File: config.mk
export PLATFORM = sky130hd
export DESIGN_NAME = wsf_framer
export DESIGN_NICKNAME = d
export VERILOG_FILES = /design/src/hdl/wsf_pkg.sv /design/src/hdl/wsf_scrambler.sv /design/src/hdl/wsf_framer.sv
export SDC_FILE = /design/constraint.sdc
export NUM_CORES = 1
export LEC_CHECK = 0
export BUFFER_PORTS_ARGS = -buffer_cell sky130_fd_sc_hd__clkbuf_2
export CORE_MARGIN = 2
export CORE_UTILIZATION = 55
export CTS_BUF_LIST = sky130_fd_sc_hd__clkbuf_2 sky130_fd_sc_hd__clkbuf_4 sky130_fd_sc_hd__clkbuf_8
export DETAILED_ROUTE_END_ITERATION = 7
export PLACE_DENSITY = 0.83
export SLEW_MARGIN = 20
export SYNTH_ARGS = -nofsm -noshare
export SYNTH_HDL_FRONTEND = slang
export SYNTH_SLANG_ARGS = --single-unit
File: constraint.sdc
create_clock -name core_clk -period 4.7 [get_ports core_clk]
set_clock_uncertainty 0.2 [all_clocks]
set_input_delay 0.705 -clock core_clk [delete_from_list [all_inputs] [get_ports core_clk]]
set_output_delay 0.705 -clock core_clk [all_outputs]
set_load 0.05 [all_outputs]
File: src/hdl/wsf_pkg.sv
// Shared constants for the sublayer payload framer
package wsf_pkg;

  // Word and counter widths
  localparam int unsigned WORD_W = 16;
  localparam int unsigned COL_W = 14;
  localparam int unsigned ROW_W = 4;
  localparam int unsigned SCR_W = 7;

  // Frame geometry in 16-bit words per row
  localparam int unsigned TOH_WORDS = 288;   // Section and line overhead
  localparam int unsigned POH_WORDS = 32;    // Path overhead plus fixed stuff
  localparam int unsigned PAY_WORDS = 8320;  // Payload capacity
  localparam logic [3:0] ROW_LAST = 4'h8;    // Nine rows, 0 to 8

  // Rows that carry special overhead
  localparam logic [3:0] PTR_ROW = 4'h3;     // Pointer octets
  localparam logic [3:0] C2_ROW = 4'h2;      // Signal label row of path column
  localparam logic [3:0] S1_ROW = 4'h8;      // Sync status row

  // Overhead codings
  localparam logic [15:0] A1_PAIR = 16'hf6f6;
  localparam logic [15:0] A2_PAIR = 16'h2828;
  localparam logic [7:0] H1_FIRST = 8'h6a;   // New-data off, pointer high bits
  localparam logic [7:0] H1_CONC = 8'h93;    // Concatenation indication
  localparam logic [7:0] H2_FIRST = 8'h0a;   // Pointer low bits
  localparam logic [7:0] H2_CONC = 8'hff;
  localparam logic [9:0] PTR_VALUE = 10'h20a; // Constant pointer 522
  localparam logic [7:0] C2_LABEL = 8'h1a;
  localparam logic [7:0] S1_CODE = 8'h0f;
  localparam logic [7:0] J1_HEADER = 8'h89;  // Default trace header octet
  localparam logic [7:0] ZERO_OCTET = 8'h00;
  localparam logic [3:0] TRACE_LAST = 4'hf;  // Sixteen-octet trace

  // Receive supervision thresholds
  localparam logic [2:0] LOF_MISSES = 3'h4;  // Missed patterns to lose frame
  localparam logic [1:0] LOP_FRAMES = 2'h3;  // Bad pointers to lose pointer

  // Scrambler seed, loaded at the end of row-0 overhead
  localparam logic [6:0] SCR_SEED = 7'h7f;

  // Receive frame search states
  typedef enum logic [1:0] {
    WSF_HUNT,
    WSF_PRESYNC,
    WSF_SYNC
  } wsf_sync_e;

endpackage

File: src/hdl/wsf_scrambler.sv
`timescale 1ns/1ps
`default_nettype none
// Frame-synchronous x^7+x^6+1 key generator, 16 key bits per word
module wsf_scrambler (
  input wire logic core_clk,
  input wire logic nrst,
  input wire logic load,
  output logic [15:0] key
);

  logic [6:0] state_r;  // Generator state
  logic [6:0] state_nxt;

  // Key for this word, first-sent bit in bit 15
  always_comb begin
    logic [6:0] s;
    s = state_r;
    key = 16'h0000;
    for (int i = 0; i < 16; i++) begin
      key[15 - i] = s[6];
      s = {s[5:0], s[6] ^ s[5]};
    end
    // Reload seed so the next word starts a fresh sequence
    state_nxt = load ? wsf_pkg::SCR_SEED : s;
  end

  // State register
  always_ff @(posedge core_clk or negedge nrst) begin
    if (!nrst) begin
      state_r <= wsf_pkg::SCR_SEED;
    end else begin
      state_r <= state_nxt;
    end
  end

endmodule // wsf_scrambler
`default_nettype wire

File: src/hdl/wsf_framer.sv
`timescale 1ns/1ps
`default_nettype none
module wsf_framer #(
  parameter int unsigned TOH_W = wsf_pkg::TOH_WORDS,
  parameter int unsigned POH_W = wsf_pkg::POH_WORDS,
  parameter int unsigned PAY_W = wsf_pkg::PAY_WORDS
) (
  input wire logic core_clk,
  input wire logic nrst,
  input wire logic tx_enable,
  input wire logic rx_enable,
  input wire logic [15:0] tx_word,
  input wire logic tx_word_valid,
  output logic tx_word_ready,
  output logic [15:0] tx_group,
  output logic tx_underrun,
  input wire logic [15:0] rx_group,
  output logic [15:0] rx_word,
  output logic rx_word_valid,
  output logic link_health_indication,
  output logic loss_of_frame,
  output logic loss_of_pointer,
  output logic label_mismatch
);

  // Column landmarks within a row
  localparam logic [13:0] A2_COL = 14'(TOH_W / 3);      // First A2 word
  localparam logic [13:0] J0_COL = 14'(2 * (TOH_W / 3)); // End of A2 words
  localparam logic [13:0] SPE_COL = 14'(TOH_W);         // Path column
  localparam logic [13:0] PAY_COL = 14'(TOH_W + POH_W); // First payload
  localparam logic [13:0] ROW_END = 14'(TOH_W + POH_W + PAY_W - 1);
  localparam logic [13:0] SCR_LOAD = 14'(TOH_W - 1);    // Seed point
  localparam logic [13:0] COL_ZERO = 14'h0000;
  localparam logic [13:0] COL_ONE = 14'h0001;
  localparam logic [3:0] ROW_ZERO = 4'h0;

  // ---------------- Transmit path ----------------

  logic [13:0] tx_col_r, tx_col_nxt;     // Word column
  logic [3:0] tx_row_r, tx_row_nxt;      // Row of frame
  logic [3:0] trace_r, trace_nxt;        // Path trace octet index
  logic [15:0] tx_group_r, tx_group_nxt; // Registered group to PMA
  logic tx_under_r, tx_under_nxt;        // Payload slot with no word
  logic [15:0] tx_key;                   // Scrambler key
  logic tx_scr_load;                     // Seed at row-0 overhead end
  logic [15:0] tx_raw;                   // Unscrambled frame word
  logic [7:0] tx_poh;                    // Path overhead octet
  logic tx_pay;                          // Current slot is payload
  logic tx_scr_on;                       // Current slot is scrambled

  // Transmit key generator
  wsf_scrambler u_tx_scr (
    .core_clk(core_clk),
    .nrst(nrst),
    .load(tx_scr_load),
    .key(tx_key)
  );

  // Transmit frame builder
  always_comb begin
    tx_pay = (tx_col_r >= PAY_COL);
    // Ready only in payload slots; overhead stalls the source
    tx_word_ready = tx_pay && tx_enable;
    tx_scr_load = (tx_row_r == ROW_ZERO) && (tx_col_r == SCR_LOAD);
    tx_scr_on = (tx_row_r != ROW_ZERO) || (tx_col_r >= SPE_COL);
    // Path overhead octet by row
    if (tx_row_r == ROW_ZERO) begin
      tx_poh = (trace_r == 4'h0) ? wsf_pkg::J1_HEADER : wsf_pkg::ZERO_OCTET;
    end else if (tx_row_r == wsf_pkg::C2_ROW) begin
      tx_poh = wsf_pkg::C2_LABEL;
    end else begin
      tx_poh = wsf_pkg::ZERO_OCTET;
    end
    tx_under_nxt = 1'b0;
    // Overhead octets are placed MSB first as-is
    if (tx_row_r == ROW_ZERO && tx_col_r < A2_COL) begin
      tx_raw = wsf_pkg::A1_PAIR;
    end else if (tx_row_r == ROW_ZERO && tx_col_r < J0_COL) begin
      tx_raw = wsf_pkg::A2_PAIR;
    end else if (tx_row_r == wsf_pkg::PTR_ROW && tx_col_r == COL_ZERO) begin
      tx_raw = {wsf_pkg::H1_FIRST, wsf_pkg::H1_CONC};
    end else if (tx_row_r == wsf_pkg::PTR_ROW && tx_col_r < A2_COL) begin
      tx_raw = {wsf_pkg::H1_CONC, wsf_pkg::H1_CONC};
    end else if (tx_row_r == wsf_pkg::PTR_ROW && tx_col_r == A2_COL) begin
      tx_raw = {wsf_pkg::H2_FIRST, wsf_pkg::H2_CONC};
    end else if (tx_row_r == wsf_pkg::PTR_ROW && tx_col_r < J0_COL) begin
      tx_raw = {wsf_pkg::H2_CONC, wsf_pkg::H2_CONC};
    end else if (tx_row_r == wsf_pkg::S1_ROW && tx_col_r == COL_ZERO) begin
      tx_raw = {wsf_pkg::S1_CODE, wsf_pkg::ZERO_OCTET};
    end else if (tx_col_r < SPE_COL) begin
      // Other section and line overhead is zero
      tx_raw = 16'h0000;
    end else if (tx_col_r == SPE_COL) begin
      // Path octet, then first stuff octet
      tx_raw = {tx_poh, wsf_pkg::ZERO_OCTET};
    end else if (!tx_pay) begin
      // Fixed stuff
      tx_raw = 16'h0000;
    end else if (tx_word_valid && tx_enable) begin
      // Full reversal: word bit 0 lands in first-sent bit 15,
      // low byte in the even (first) octet, high byte in the odd one
      tx_raw = {<<{tx_word}};
    end else begin
      // Source starved: send zero payload, flag it
      tx_raw = 16'h0000;
      tx_under_nxt = tx_enable;
    end
    tx_group_nxt = tx_raw ^ (tx_scr_on ? tx_key : 16'h0000);
    // Position counters, rows and frames run without gaps
    tx_col_nxt = tx_col_r + COL_ONE;
    tx_row_nxt = tx_row_r;
    trace_nxt = trace_r;
    if (tx_col_r == ROW_END) begin
      tx_col_nxt = COL_ZERO;
      if (tx_row_r == wsf_pkg::ROW_LAST) begin
        tx_row_nxt = ROW_ZERO;
        trace_nxt = (trace_r == wsf_pkg::TRACE_LAST) ? 4'h0 : trace_r + 4'h1;
      end else begin
        tx_row_nxt = tx_row_r + 4'h1;
      end
    end
  end

  // Transmit registers
  always_ff @(posedge core_clk or negedge nrst) begin
    if (!nrst) begin
      tx_col_r <= COL_ZERO;
      tx_row_r <= ROW_ZERO;
      trace_r <= 4'h0;
      tx_group_r <= 16'h0000;
      tx_under_r <= 1'b0;
    end else begin
      tx_col_r <= tx_col_nxt;
      tx_row_r <= tx_row_nxt;
      trace_r <= trace_nxt;
      tx_group_r <= tx_group_nxt;
      tx_under_r <= tx_under_nxt;
    end
  end

  assign tx_group = tx_group_r;
  assign tx_underrun = tx_under_r;

  // ---------------- Receive path ----------------

  logic [15:0] w1_r, w1_nxt;             // Previous group
  logic [15:0] w2_r, w2_nxt;             // Group before that
  logic [3:0] shift_r, shift_nxt;        // Bit offset of octet boundary
  wsf_pkg::wsf_sync_e st_r, st_nxt;      // Frame search state
  logic [2:0] miss_r, miss_nxt;          // Consecutive pattern misses
  logic [13:0] rx_col_r, rx_col_nxt;     // Word column
  logic [3:0] rx_row_r, rx_row_nxt;      // Row of frame
  logic [7:0] h1_r, h1_nxt;              // Captured first pointer octet
  logic [1:0] lop_cnt_r, lop_cnt_nxt;    // Bad pointer frames
  logic lop_r, lop_nxt;                  // Loss of pointer
  logic c2_bad_r, c2_bad_nxt;            // Label mismatch
  logic lof_r, lof_nxt;                  // Loss of frame
  logic health_r, health_nxt;            // Health towards PCS
  logic [15:0] rx_word_r, rx_word_nxt;   // Word to PCS
  logic rx_valid_r, rx_valid_nxt;        // Word strobe
  logic [47:0] cat;                      // Three-group window
  logic [15:0] aw;                       // Aligned word
  logic [15:0] prev_aw;                  // Aligned word before it
  logic [15:0] rx_key;                   // Descrambler key
  logic [15:0] d;                        // Descrambled word
  logic rx_scr_load;
  logic found;                           // Pattern seen while hunting
  logic [3:0] found_shift;
  logic [9:0] ptr;                       // Received pointer value

  // Receive key generator
  wsf_scrambler u_rx_scr (
    .core_clk(core_clk),
    .nrst(nrst),
    .load(rx_scr_load),
    .key(rx_key)
  );

  // Alignment, framing and overhead processing
  always_comb begin
    cat = {w2_r, w1_r, rx_group};
    w1_nxt = rx_group;
    w2_nxt = w1_r;
    aw = cat[(31 - int'(shift_r)) -: 16];
    prev_aw = cat[(47 - int'(shift_r)) -: 16];
    // Search every bit offset for the A1/A2 boundary
    found = 1'b0;
    found_shift = 4'h0;
    for (int s = 0; s < 16; s++) begin
      if (!found && cat[(47 - s) -: 32] ==
          {wsf_pkg::A1_PAIR, wsf_pkg::A2_PAIR}) begin
        found = 1'b1;
        found_shift = 4'(s);
      end
    end
    rx_scr_load = (rx_row_r == ROW_ZERO) && (rx_col_r == SCR_LOAD);
    if (rx_row_r != ROW_ZERO || rx_col_r >= SPE_COL) begin
      d = aw ^ rx_key;
    end else begin
      d = aw;
    end
    ptr = {h1_r[1:0], d[15:8]};
    // Defaults hold state
    shift_nxt = shift_r;
    st_nxt = st_r;
    miss_nxt = miss_r;
    h1_nxt = h1_r;
    lop_cnt_nxt = lop_cnt_r;
    lop_nxt = lop_r;
    c2_bad_nxt = c2_bad_r;
    rx_word_nxt = rx_word_r;
    rx_valid_nxt = 1'b0;
    // Position advance
    rx_col_nxt = rx_col_r + COL_ONE;
    rx_row_nxt = rx_row_r;
    if (rx_col_r == ROW_END) begin
      rx_col_nxt = COL_ZERO;
      rx_row_nxt = (rx_row_r == wsf_pkg::ROW_LAST) ? ROW_ZERO
                                                   : rx_row_r + 4'h1;
    end
    case (st_r)
      wsf_pkg::WSF_HUNT: begin
        // Lock offset; this word is the first A2 word
        if (found) begin
          shift_nxt = found_shift;
          rx_col_nxt = A2_COL + COL_ONE;
          rx_row_nxt = ROW_ZERO;
          miss_nxt = 3'h0;
          st_nxt = wsf_pkg::WSF_PRESYNC;
        end
      end
      wsf_pkg::WSF_PRESYNC: begin
        // One confirmation one frame later
        if (rx_row_r == ROW_ZERO && rx_col_r == A2_COL) begin
          if (prev_aw == wsf_pkg::A1_PAIR && aw == wsf_pkg::A2_PAIR) begin
            st_nxt = wsf_pkg::WSF_SYNC;
          end else begin
            st_nxt = wsf_pkg::WSF_HUNT;
          end
        end
      end
      wsf_pkg::WSF_SYNC: begin
        // Count consecutive misses of the framing pattern
        if (rx_row_r == ROW_ZERO && rx_col_r == A2_COL) begin
          if (prev_aw == wsf_pkg::A1_PAIR && aw == wsf_pkg::A2_PAIR) begin
            miss_nxt = 3'h0;
          end else if (miss_r + 3'h1 == wsf_pkg::LOF_MISSES) begin
            st_nxt = wsf_pkg::WSF_HUNT;
            miss_nxt = 3'h0;
          end else begin
            miss_nxt = miss_r + 3'h1;
          end
        end
      end
      default: begin
        st_nxt = wsf_pkg::WSF_HUNT;
      end
    endcase
    if (st_r != wsf_pkg::WSF_HUNT) begin
      // Pointer octets from line overhead
      if (rx_row_r == wsf_pkg::PTR_ROW && rx_col_r == COL_ZERO) begin
        h1_nxt = d[15:8];
      end
      if (rx_row_r == wsf_pkg::PTR_ROW && rx_col_r == A2_COL) begin
        if (ptr == wsf_pkg::PTR_VALUE) begin
          lop_cnt_nxt = 2'h0;
          lop_nxt = 1'b0;
        end else if (lop_cnt_r + 2'h1 == wsf_pkg::LOP_FRAMES) begin
          lop_nxt = 1'b1;
        end else begin
          lop_cnt_nxt = lop_cnt_r + 2'h1;
        end
      end
      // Path column: signal label check
      if (rx_row_r == wsf_pkg::C2_ROW && rx_col_r == SPE_COL) begin
        c2_bad_nxt = (d[15:8] != wsf_pkg::C2_LABEL);
      end
      // Payload only; stuff and path columns fall through
      if (rx_col_r >= PAY_COL && st_r == wsf_pkg::WSF_SYNC &&
          rx_enable) begin
        // First-received bit to word bit 0, even octet to low byte
        rx_word_nxt = {<<{d}};
        rx_valid_nxt = 1'b1;
      end
    end
    lof_nxt = (st_nxt != wsf_pkg::WSF_SYNC);
    // Frame loss, pointer loss or disabled receiver reads as fail
    health_nxt = !lof_nxt && !lop_nxt && rx_enable;
  end

  // Receive registers
  always_ff @(posedge core_clk or negedge nrst) begin
    if (!nrst) begin
      w1_r <= 16'h0000;
      w2_r <= 16'h0000;
      shift_r <= 4'h0;
      st_r <= wsf_pkg::WSF_HUNT;
      miss_r <= 3'h0;
      rx_col_r <= COL_ZERO;
      rx_row_r <= ROW_ZERO;
      h1_r <= 8'h00;
      lop_cnt_r <= 2'h0;
      lop_r <= 1'b0;
      c2_bad_r <= 1'b0;
      lof_r <= 1'b1;
      health_r <= 1'b0;
      rx_word_r <= 16'h0000;
      rx_valid_r <= 1'b0;
    end else begin
      w1_r <= w1_nxt;
      w2_r <= w2_nxt;
      shift_r <= shift_nxt;
      st_r <= st_nxt;
      miss_r <= miss_nxt;
      rx_col_r <= rx_col_nxt;
      rx_row_r <= rx_row_nxt;
      h1_r <= h1_nxt;
      lop_cnt_r <= lop_cnt_nxt;
      lop_r <= lop_nxt;
      c2_bad_r <= c2_bad_nxt;
      lof_r <= lof_nxt;
      health_r <= health_nxt;
      rx_word_r <= rx_word_nxt;
      rx_valid_r <= rx_valid_nxt;
    end
  end

  // Status and data outputs, all from flip-flops
  assign rx_word = rx_word_r;
  assign rx_word_valid = rx_valid_r;
  assign link_health_indication = health_r;
  assign loss_of_frame = lof_r;
  assign loss_of_pointer = lop_r;
  assign label_mismatch = c2_bad_r;

endmodule // wsf_framer
`default_nettype wire

==> metrics.md <==
| Metric | Value |
|---|---|
| Reg power frac | 51.9% |
| Vias | 8,706 |
| Synth Instances | 1,047 |
| Critical R2R Launch | shift_r[0]$_DFFE_PN0P_ |
| Die ar. | 19,200 sq um |
| DRC violations left | 0 |
| Cell area after synthesis | 9970 sq um |
| CP arrival | 3.91 ns |
| Max-slew violations | 0 |
| Sink Count | 137 |
| RR Endpoint | link_health_indication$_DFF_PN0_ |
| Total track usage | 29.0% |
| Share of cells above drive strength 1 | 19.4% |
| Buffer depth of the longest clock path | 2 |
| Top cells by area, synth | dfrtp_1, mux4_2, xnor2_1 |
| Wire per inst | 20.9 um |
| Sequential share of the synthesized area | 34.6% |
| Std cell rows | 49 |
| PD cells | 223 nW/um^2 |
| CTS tree | yes |
| Initial antenna violation count | 0 |
| Synth top cells by count | dfrtp_1, nand2_1, nor2_1 |
| Fmax | 267 MHz |
| Top-count cell post-synth | dfrtp_1 |
| Clock Power Share | 40.2% |
| R2R setup slack | 0.96 ns |
| Die width | 139 um |
| Port bufs | 75 |
| First-pass GRT wire length | 44,700 um |
| Area Overhead vs Synth | 7.36% |
| H-tree Lvls | 4 |
| Worst hold path type | in -> async |
| Clock tree root buffer cell | clkbuf_8 |
| CP Class | reg -> reg |
| Yosys warns | 0 |
| Crit Path Max Fanout | 29 |
| Cell variety after synth | 86 |
| Asr flop ratio synth | 100% |
| Diode count | 0 |
| Syn_area_per_cell | 9.53 sq um |
| Initial core utilization | 55.7% |
| Period utilization | 79.6% |
| Vias per cell | 6.63 |
| Final nets | 1,124 |
| Fin crit period | 3.74 ns |
| Switching Share | 28.1% |
| Yosys top cell area share | 30.6% |
| Net Switching | 671 uW |
| VDD IR max | 0.183 mV |
| Status | finished, final reports clean |
| Combinational share of power | 7.9% |
| Drt total wl | 27,500 um |
| Worst-Skew Late Latency | 0.48 ns |
| Hold_ws | 0.00417 ns |
| Setup TNS | 0 ns |
| ANT nets after route | 0 |
| Worst EP required | 4.87 ns |
| Max-cap viol count | 0 |
| Number of global-route vias before repair | 8,403 |
| RSZ-0062 raised after global routing | no |
| Worst-path clk slew | 0.08 ns |
| Area leader, netlist | dfrtp_1 |
| Internal power | 1.72 mW |
| Die Ht | 139 um |
| Yosys reg bits | 137 |
| LEAKAGE | 4.23 nW |
| Worst setup SP type | flop |
| Core Box Area | 17,900 sq um |
| Drt initial violations | 863 |
| Syn nets | 1,099 |
| Cts bufs inserted | 17 |
| Gpl congestion | 1.07 |
| CP Capture Type | flop |
| Final Hold Viols | 0 |
| Post-synth EDFFs | 0 |
| Post-CTS sizing | 0 |
| Hpwl dp | 19,300 um |
| Postcts setup bufs | 0 |
| Worst Tran Pin Value | 1.01 ns |
| Synth Flop Type | dfrtp_1 |
| Largest net degree at the start of global routing | 69 |
| Final Setup Violations | 0 |
| Number of hold buffers added after cts | 0 |
| Worst r2r path cells | 9 |
| DRT Pass-1 Iters | 8 |
| Global route total overflow | 0 |
| IO Pins | 76 |
| Worst slew margin | 32.9% |
## stage by stage
step / worst slack, ns / std cells / cell area [sq um] / power, mW / utilization (%)
5_1_grt: 0.809 / 1314 / 10700 / 2.47 / 59.8
4_1_cts: 0.981 / 1314 / 10700 / 2.40 / 59.8
3_5_place_dp: 0.925 / 1282 / 10300 / 1.44 / 57.7
2_1_floorplan: 1.29 / 1047 / 9970 / 1.35 / -
6_report: 0.961 / 1314 / 10700 / 2.39 / 59.8
3_3_place_gp: 0.991 / 1282 / 10300 / 1.44 / 57.7
## cell type report
cell class	count	area, sq um
Clock buffer	20	263
Clock inverter	12	119
Fill cell	1483	7190
Inverter	23	86.3
Multi-Input combinational cell	804	6020
Sequential cell	137	3450
Tap cell	229	287
Timing Repair Buffer	89	487
## cell families after synthesis
family | Yosys count | share of synthesized area [%]
muxes | 81 | 13.8
AOI/OAI and AO/OA | 148 | 10.2
DFF | 137 | 34.6
and+or+nand+nor | 468 | 26.3
xor gates and xnor gates | 92 | 8.08
adders and majority gates | 15 | 1.88
buffers and inverters | 106 | 5.12
## placed cells by master, fill, tap and decap left out, types with 7 or more instances in the layout
master	n
nand4_1	26
dfrtp_1	121
mux2_2	19
nand4b_1	13
nand2b_1	17
xor2_1	37
nor3_1	30
nor4_1	20
or3_1	8
xnor2_1	55
and3b_1	7
mux4_1	14
and2_1	9
or4_1	12
clkbuf_8	18
nand2_1	113
ha_1	15
nor3b_1	9
buf_4	14
a21oi_1	44
nor4bb_1	9
inv_1	23
clkbuf_2	74
a21o_1	8
nor2_1	89
mux4_2	23
nand3b_1	10
mux2i_1	23
o21ai_0	25
nand3_1	27
nor2b_1	18
dfstp_2	15
nor4b_1	7
## state kept, by name (all words and copies together) (netlist names), 7 cells and up
name,cells
tx_col_r,14
u_rx_scr.state_r,7
rx_col_r,14
w2_r,16
u_tx_scr.state_r,7
w1_r,16
tx_group,16
rx_word,16
## worst max path at each step
stage / to / slack, ns / from
4_1_cts: link_health_indication$_DFF_PN0_ / 0.98 / shift_r[0]$_DFFE_PN0P_
2_1_floorplan: tx_group[2]$_DFF_PN0_ / 1.29 / tx_col_r[7]$_DFF_PN0_
5_1_grt: link_health_indication$_DFF_PN0_ / 0.81 / shift_r[0]$_DFFE_PN0P_
3_3_place_gp: shift_r[1]$_DFFE_PN0P_ / 0.99 / rx_group[11]
6_report: link_health_indication$_DFF_PN0_ / 0.96 / shift_r[0]$_DFFE_PN0P_
3_5_place_dp: shift_r[1]$_DFFE_PN0P_ / 0.92 / rx_group[11]
## power by group through the flow
| stage | clock network [mW] | logic [mW] | registers (mW) |
|---|---|---|---|
| finish | 0.960 | 0.189 | 1.24 |
| global route | 1.03 | 0.204 | 1.24 |
| floorplan | 0 | 0.119 | 1.23 |
| global placement | 0 | 0.183 | 1.26 |
| detailed placement | 0 | 0.185 | 1.26 |
| CTS | 0.975 | 0.186 | 1.24 |
## worst max-delay path, cell delays in order, from the launching register on
cell	delay, ns
dfrtp_2	0.78
buf_4	0.39
mux2_2	0.42
mux2_2	0.29
mux4_2	0.50
xnor2_1	0.38
nor3_1	0.08
and3_1	0.23
a21oi_1	0.17
and3b_1	0.19
## layer usage
metal	part of all wire, %	up-vias	GRT usage, %
li1	-	3879	-
met1	42	4225	39.1
met2	45	484	44.2
met3	9.0	118	6.73
met4	4.5	0	14.8
met5	0	-	0
No activity file was read; power rests on OpenSTA's default activity.
